**src/logic/isel_map.vh**
```
`ifndef ISEL_MAP_VH
`define ISEL_MAP_VH
`define MODE_HUB 1'b0
`define MODE_PAR 1'b1
`define MODE_RST 1'b0
`define ST_IDLE 2'h0
`define ST_ARRAY 2'h1
`define ST_STATUS 2'h2
`define ST_ID 2'h3
`define RD_ARRAY 2'h0
`define RD_STATUS 2'h1
`define RD_ID 2'h2
`endif

```
**src/logic/sync2.v**
```verilog
`timescale 1ns/1ps
// two-stage synchroniser for one level
module sync2 #(
   parameter [0:0] INIT = 1'b0
) (
   input wire clk,
   input wire srst,
   input wire d,
   output reg q
);
   reg meta_q;
   always @(posedge clk) begin
      if (srst) begin
         meta_q <= INIT;
         q <= INIT;
      end else begin
         meta_q <= d;
         q <= meta_q;
      end
   end
endmodule

```
**src/logic/interface_select_reset.v**
```verilog
`timescale 1ns/1ps
`include "isel_map.vh"
// Operation
// A low strap selects the hub interface and a high strap the parallel.
// The host fixes the strap before reset release and never changes it.
// An unconnected strap reads as low and so selects hub mode.
// While reset is held every write request is refused in both modes.
// Reset idles the control machine and releases the four hub lines.
// Leaving reset the device reads the memory array, not status or id.
// Either active-low reset input gives exactly the same reset.
// In hub mode all interface logic runs on the shared bus clock clk.
// The mode is caught at reset release and held until the next reset.
module interface_select_reset (
   input wire clk,
   input wire srst,
   input wire intf_rst_n,
   input wire cpu_init_n,
   input wire interface_select_strap,
   input wire hub_frame_in,
   input wire [3:0] hub_io_in,
   input wire [3:0] core_io_out,
   input wire core_io_oe,
   input wire wr_req,
   input wire status_cmd,
   input wire id_cmd,
   output reg [3:0] hub_io_out,
   output reg [3:0] hub_io_oe,
   output reg hub_mode,
   output reg par_mode,
   output reg wr_allow,
   output reg core_rst,
   output reg [1:0] read_sel,
   output reg frame_q,
   output reg [3:0] io_in_q
);
   // all logic sits on clk, the shared bus clock in hub mode
   wire rst_n_s;
   wire init_n_s;
   wire strap_s;
   wire frame_s;
   wire [3:0] io_s;
   reg in_rst_q;
   reg [1:0] st_q;
   reg [1:0] st_d;
   genvar i;

   // reset pins idle as asserted (low) until synchronised
   sync2 #(.INIT(1'b0)) u_rst (
      .clk(clk), .srst(srst), .d(intf_rst_n), .q(rst_n_s));
   sync2 #(.INIT(1'b0)) u_init (
      .clk(clk), .srst(srst), .d(cpu_init_n), .q(init_n_s));
   // floating strap resolves low at the pad, hub is the reset mode
   sync2 #(.INIT(`MODE_RST)) u_strap (
      .clk(clk), .srst(srst), .d(interface_select_strap), .q(strap_s));
   sync2 #(.INIT(1'b0)) u_frame (
      .clk(clk), .srst(srst), .d(hub_frame_in), .q(frame_s));
   generate
      for (i = 0; i < 4; i = i + 1) begin : g_io
         sync2 #(.INIT(1'b0)) u_io (
            .clk(clk), .srst(srst), .d(hub_io_in[i]), .q(io_s[i]));
      end
   endgenerate

   // either input low gives one merged reset
   wire any_rst = srst | ~rst_n_s | ~init_n_s;

   function [1:0] sel_of;
      input [1:0] st;
      begin
         case (st)
            `ST_STATUS: sel_of = `RD_STATUS;
            `ST_ID: sel_of = `RD_ID;
            default: sel_of = `RD_ARRAY;
         endcase
      end
   endfunction

   always @* begin
      st_d = st_q;
      case (st_q)
         `ST_IDLE: st_d = `ST_ARRAY;
         `ST_ARRAY,
         `ST_STATUS,
         `ST_ID: begin
            if (status_cmd)
               st_d = `ST_STATUS;
            else if (id_cmd)
               st_d = `ST_ID;
         end
         default: st_d = `ST_IDLE;
      endcase
   end

   always @(posedge clk) begin
      if (any_rst) begin
         in_rst_q <= 1'b1;
         st_q <= `ST_IDLE;
         core_rst <= 1'b1;
         wr_allow <= 1'b0;
         hub_io_oe <= 4'h0;
         hub_io_out <= 4'h0;
         read_sel <= `RD_ARRAY;
         frame_q <= 1'b0;
         io_in_q <= 4'h0;
         hub_mode <= hub_mode;
         par_mode <= par_mode;
      end else begin
         in_rst_q <= 1'b0;
         core_rst <= 1'b0;
         st_q <= st_d;
         read_sel <= sel_of(st_d);
         // strap sampled only on the release edge, then frozen
         if (in_rst_q) begin
            hub_mode <= (strap_s == `MODE_HUB);
            par_mode <= (strap_s == `MODE_PAR);
         end
         // mode not valid on the release edge, so writes wait one cycle
         wr_allow <= ~in_rst_q & wr_req;
         if (!in_rst_q && hub_mode) begin
            hub_io_oe <= {4{core_io_oe}};
            hub_io_out <= core_io_out;
         end else begin
            hub_io_oe <= 4'h0;
            hub_io_out <= 4'h0;
         end
         frame_q <= frame_s & hub_mode;
         io_in_q <= hub_mode ? io_s : 4'h0;
      end
   end

   // mode flops hold through every reset, srst included; initial value is hub
   initial begin
      hub_mode = 1'b1;
      par_mode = 1'b0;
   end
endmodule

```
**config.mk**
```make
export PLATFORM = sky130hd
export DESIGN_NAME = interface_select_reset
export DESIGN_NICKNAME = d
export VERILOG_FILES = /design/src/logic/sync2.v /design/src/logic/interface_select_reset.v
export VERILOG_INCLUDE_DIRS = /design/src /design/src/logic
export SDC_FILE = /design/constraint.sdc
export NUM_CORES = 1
export LEC_CHECK = 0
export BUFFER_PORTS_ARGS = -buffer_cell sky130_fd_sc_hd__buf_4
export CORE_MARGIN = 5
export CORE_UTILIZATION = 40
export DETAILED_ROUTE_END_ITERATION = 16
export GPL_TIMING_DRIVEN = 0
export PLACE_DENSITY_LB_ADDON = 0.05
export SYNTH_ARGS = -nofsm -noshare
export SYNTH_HDL_FRONTEND = slang
export SYNTH_SLANG_ARGS = --single-unit
```
**constraint.sdc**
```tcl
create_clock -name clk -period 1.8 [get_ports clk]
set_input_delay 0.09 -clock clk [delete_from_list [all_inputs] [get_ports clk]]
set_output_delay 0.09 -clock clk [all_outputs]
set_load 0.02 [all_outputs]
```
==> results.py <==
metrics = {
    "flow_run": {
        "drv_cap": 0,
    },
    "floorplan": {
        "fp.dieH_um": 60.3,
        "dieArea_mm2": 0.00364,
        "die_w_um": 60.3,
        "pin_count": 37,
        "rows": 18,
        "core_area_mm2": 0.00245,
        "start_util": 0.412,
    },
    "placement": {
        "dp_cells": 147,
        "pre_cts_slack_ns": 0.675,
        "hpwl_um": 1210,
        "gp_congestion": 0.614,
        "port-buffer-count": 36,
    },
    "power": {
        "power_density_mw_per_mm2": 837,
        "p_leak_uw": 0.000726,
        "p_total_uw": 1280,
        "peakVddDrop_mv": 0.616,
    },
    "drt": {
        "top_layer_used": "met4",
        "via_per_inst": 4.19,
        "drc": 0,
        "m1WireLength_um": 652,
        "dr_wl_met3_um": 217,
        "first_pass_iters": 2,
        "drt-initial-drc-count": 2,
        "wl_per_cell_um": 10.2,
        "vias": 712,
        "wl_met2_um": 853,
        "ant_nets": 0,
        "totalWireLength_um": 1740,
    },
    "clock_network": {
        "clk_latency_ns": 0.32,
        "cts.reportedPaths.clkPinSlew_ns": 0.10,
        "cts_hold_buf": 14,
        "post_cts_buffers": 0,
        "cts_num_sinks": 34,
        "clockRootBuffer": "clkbuf_4",
        "numCtsBuffers": 5,
        "cts_tree": "done",
        "clock_path_buffers": 2,
        "cts.htree.levels": 2,
        "post_cts_resized": 0,
    },
    "timing": {
        "report.final.slew_viol_count": 0,
        "max_freq_mhz": 887,
        "fin_crit_ns": 1.13,
        "skew_ns": 0.00584,
        "fin_ws_ns": 0.672,
        "hold_slack_ns": 0.0437,
        "max_slew_margin": 0.722,
        "rsz0062_at_grt": "no",
        "tightest_slew_ns": 0.417,
        "setup_viol": 0,
        "final_hold_viol_count": 0,
        "timing.final.crit_share": 0.627,
        "setup_tns_ns": 0,
    },
    "worst_setup_path": {
        "critPathLaunchType": "register",
        "endpoint_kind": "register",
        "worst-path-max-fanout": 10,
        "arrival_ns": 1.17,
        "required_ns": 1.84,
        "path_class": "reg -> reg",
    },
    "cells_and_area": {
        "final_nets": 157,
        "n_fill_cell": 206,
        "syn_to_final_growth_pct": 51.5,
        "multi_input_area_um2": 263,
        "n_antenna_cell": 0,
        "drive_gt1_frac": 0.421,
        "layout_commonest_cell": "buf_4",
        "final_cell_count_no_fill": 170,
        "final_cell_mix": "buf_4, dfxtp_1, dlygate4sd3_1",
        "ff_latch_area_um2": 701,
    },
    "logic_synthesis": {
        "netlist_area_mm2": 0.00101,
        "synthesis.nets": 99,
        "synth.distinct_cells": 19,
        "synthCells": 81,
        "syn_avg_cell_area_um2": 12.5,
        "synth_top_cells_by_area": "dfxtp_1, nor2b_1, edfxtp_1",
        "ys_seq_elements": 34,
        "ys_seq_area_frac": 0.692,
        "yosysWarnings": 0,
        "yosysTopAreaCell": "dfxtp_1",
        "yosys.area.top_type_share": 0.633,
    },
    "grt": {
        "grt_pass1_vias": 658,
        "grt_max_degree": 12,
        "grt_usage": 0.109,
        "grt_overflow": 0,
        "grt_first_pass_wirelength_um": 2730,
        "antenna_found_initial": 0,
    },
    "hold_path": {
        "hold_class": "in -> reg",
    },
    "outcome": {
        "status": "finished, final reports clean",
    },
}
## area by class of cell
class,count,share of cell area
timing repair buffer,51,0.274
inverter,3,0.00734
multi-input combinational,39,0.171
clock buffer,6,0.0334
clock inverter,2,0.00816
buffer,5,0.0245
tap,30,0.0245
sequential,34,0.457
## synth_stat cells
master,number
buf_6,1
dfxtp_1,32
and3_1,8
and3b_2,1
inv_1,3
and3_2,3
buf_4,3
nor3b_1,1
clkbuf_1,1
or2_2,1
edfxtp_1,2
a211oi_1,1
a21oi_1,2
nand2_1,1
nor2b_1,11
o21ai_0,2
o21bai_1,1
and2b_2,6
and2_1,1
## registers in the layout, summed over array words and instances, names as in the netlist, 2 cells and up
name,cells
g_io.u_io.meta_q,4
g_io.u_io.q,4
hub_io_out,4
io_in_q,4
read_sel,2
st_q,2
## worst paths after layout
| kind | from | end | slack (ns) | cells after the start |
|---|---|---|---|---|
| setup / recovery | u_rst.q | par_mode | 0.67 | 3 |
| hold / removal | id_cmd | read_sel[1] | 0.04 | 3 |
| setup reg to reg | u_rst.q | par_mode | 0.67 | 3 |
| hold reg to reg | u_init.meta_q | u_init.q | 0.44 | 1 |
## worst max-delay path, cell delays in order (launching register included)
cell	delay [ns]
dfxtp_1	0.32
and3b_2	0.23
buf_6	0.13
and2_1	0.16
## power by group
part	switching [µW]	leakage (µW)	internal (µW)
Sequential	3.66	0.000275	776
Clock	238	0.0000343	188
Combinational	21.1	0.000417	57.4
Total	263	0.000726	1020
## cells by family (layout without fill, tap and decap cells)
family / Yosys count / count (layout) / share of synthesized area
buffers and inverters: 8 / 67 / 0.0482
AOI/OAI and AO/OA: 6 / 6 / 0.0346
and+or+nand+nor: 33 / 33 / 0.225
DFF: 34 / 34 / 0.692
## metal layers
| metal | GRT usage | up-vias |
|---|---|---|
| met5 | 0 | - |
| met1 | 0.105 | 307 |
| met4 | 0.0475 | 0 |
| met2 | 0.181 | 29 |
| li1 | - | 374 |
| met3 | 0.0713 | 2 |
## per-stage QoR
step	util	area, µm²
floorplan	-	1010
global placement	0.538	1320
detailed placement	0.538	1320
CTS	0.621	1520
global route	0.625	1530
finish	0.625	1530
No activity file was read; power rests on OpenSTA's default activity.
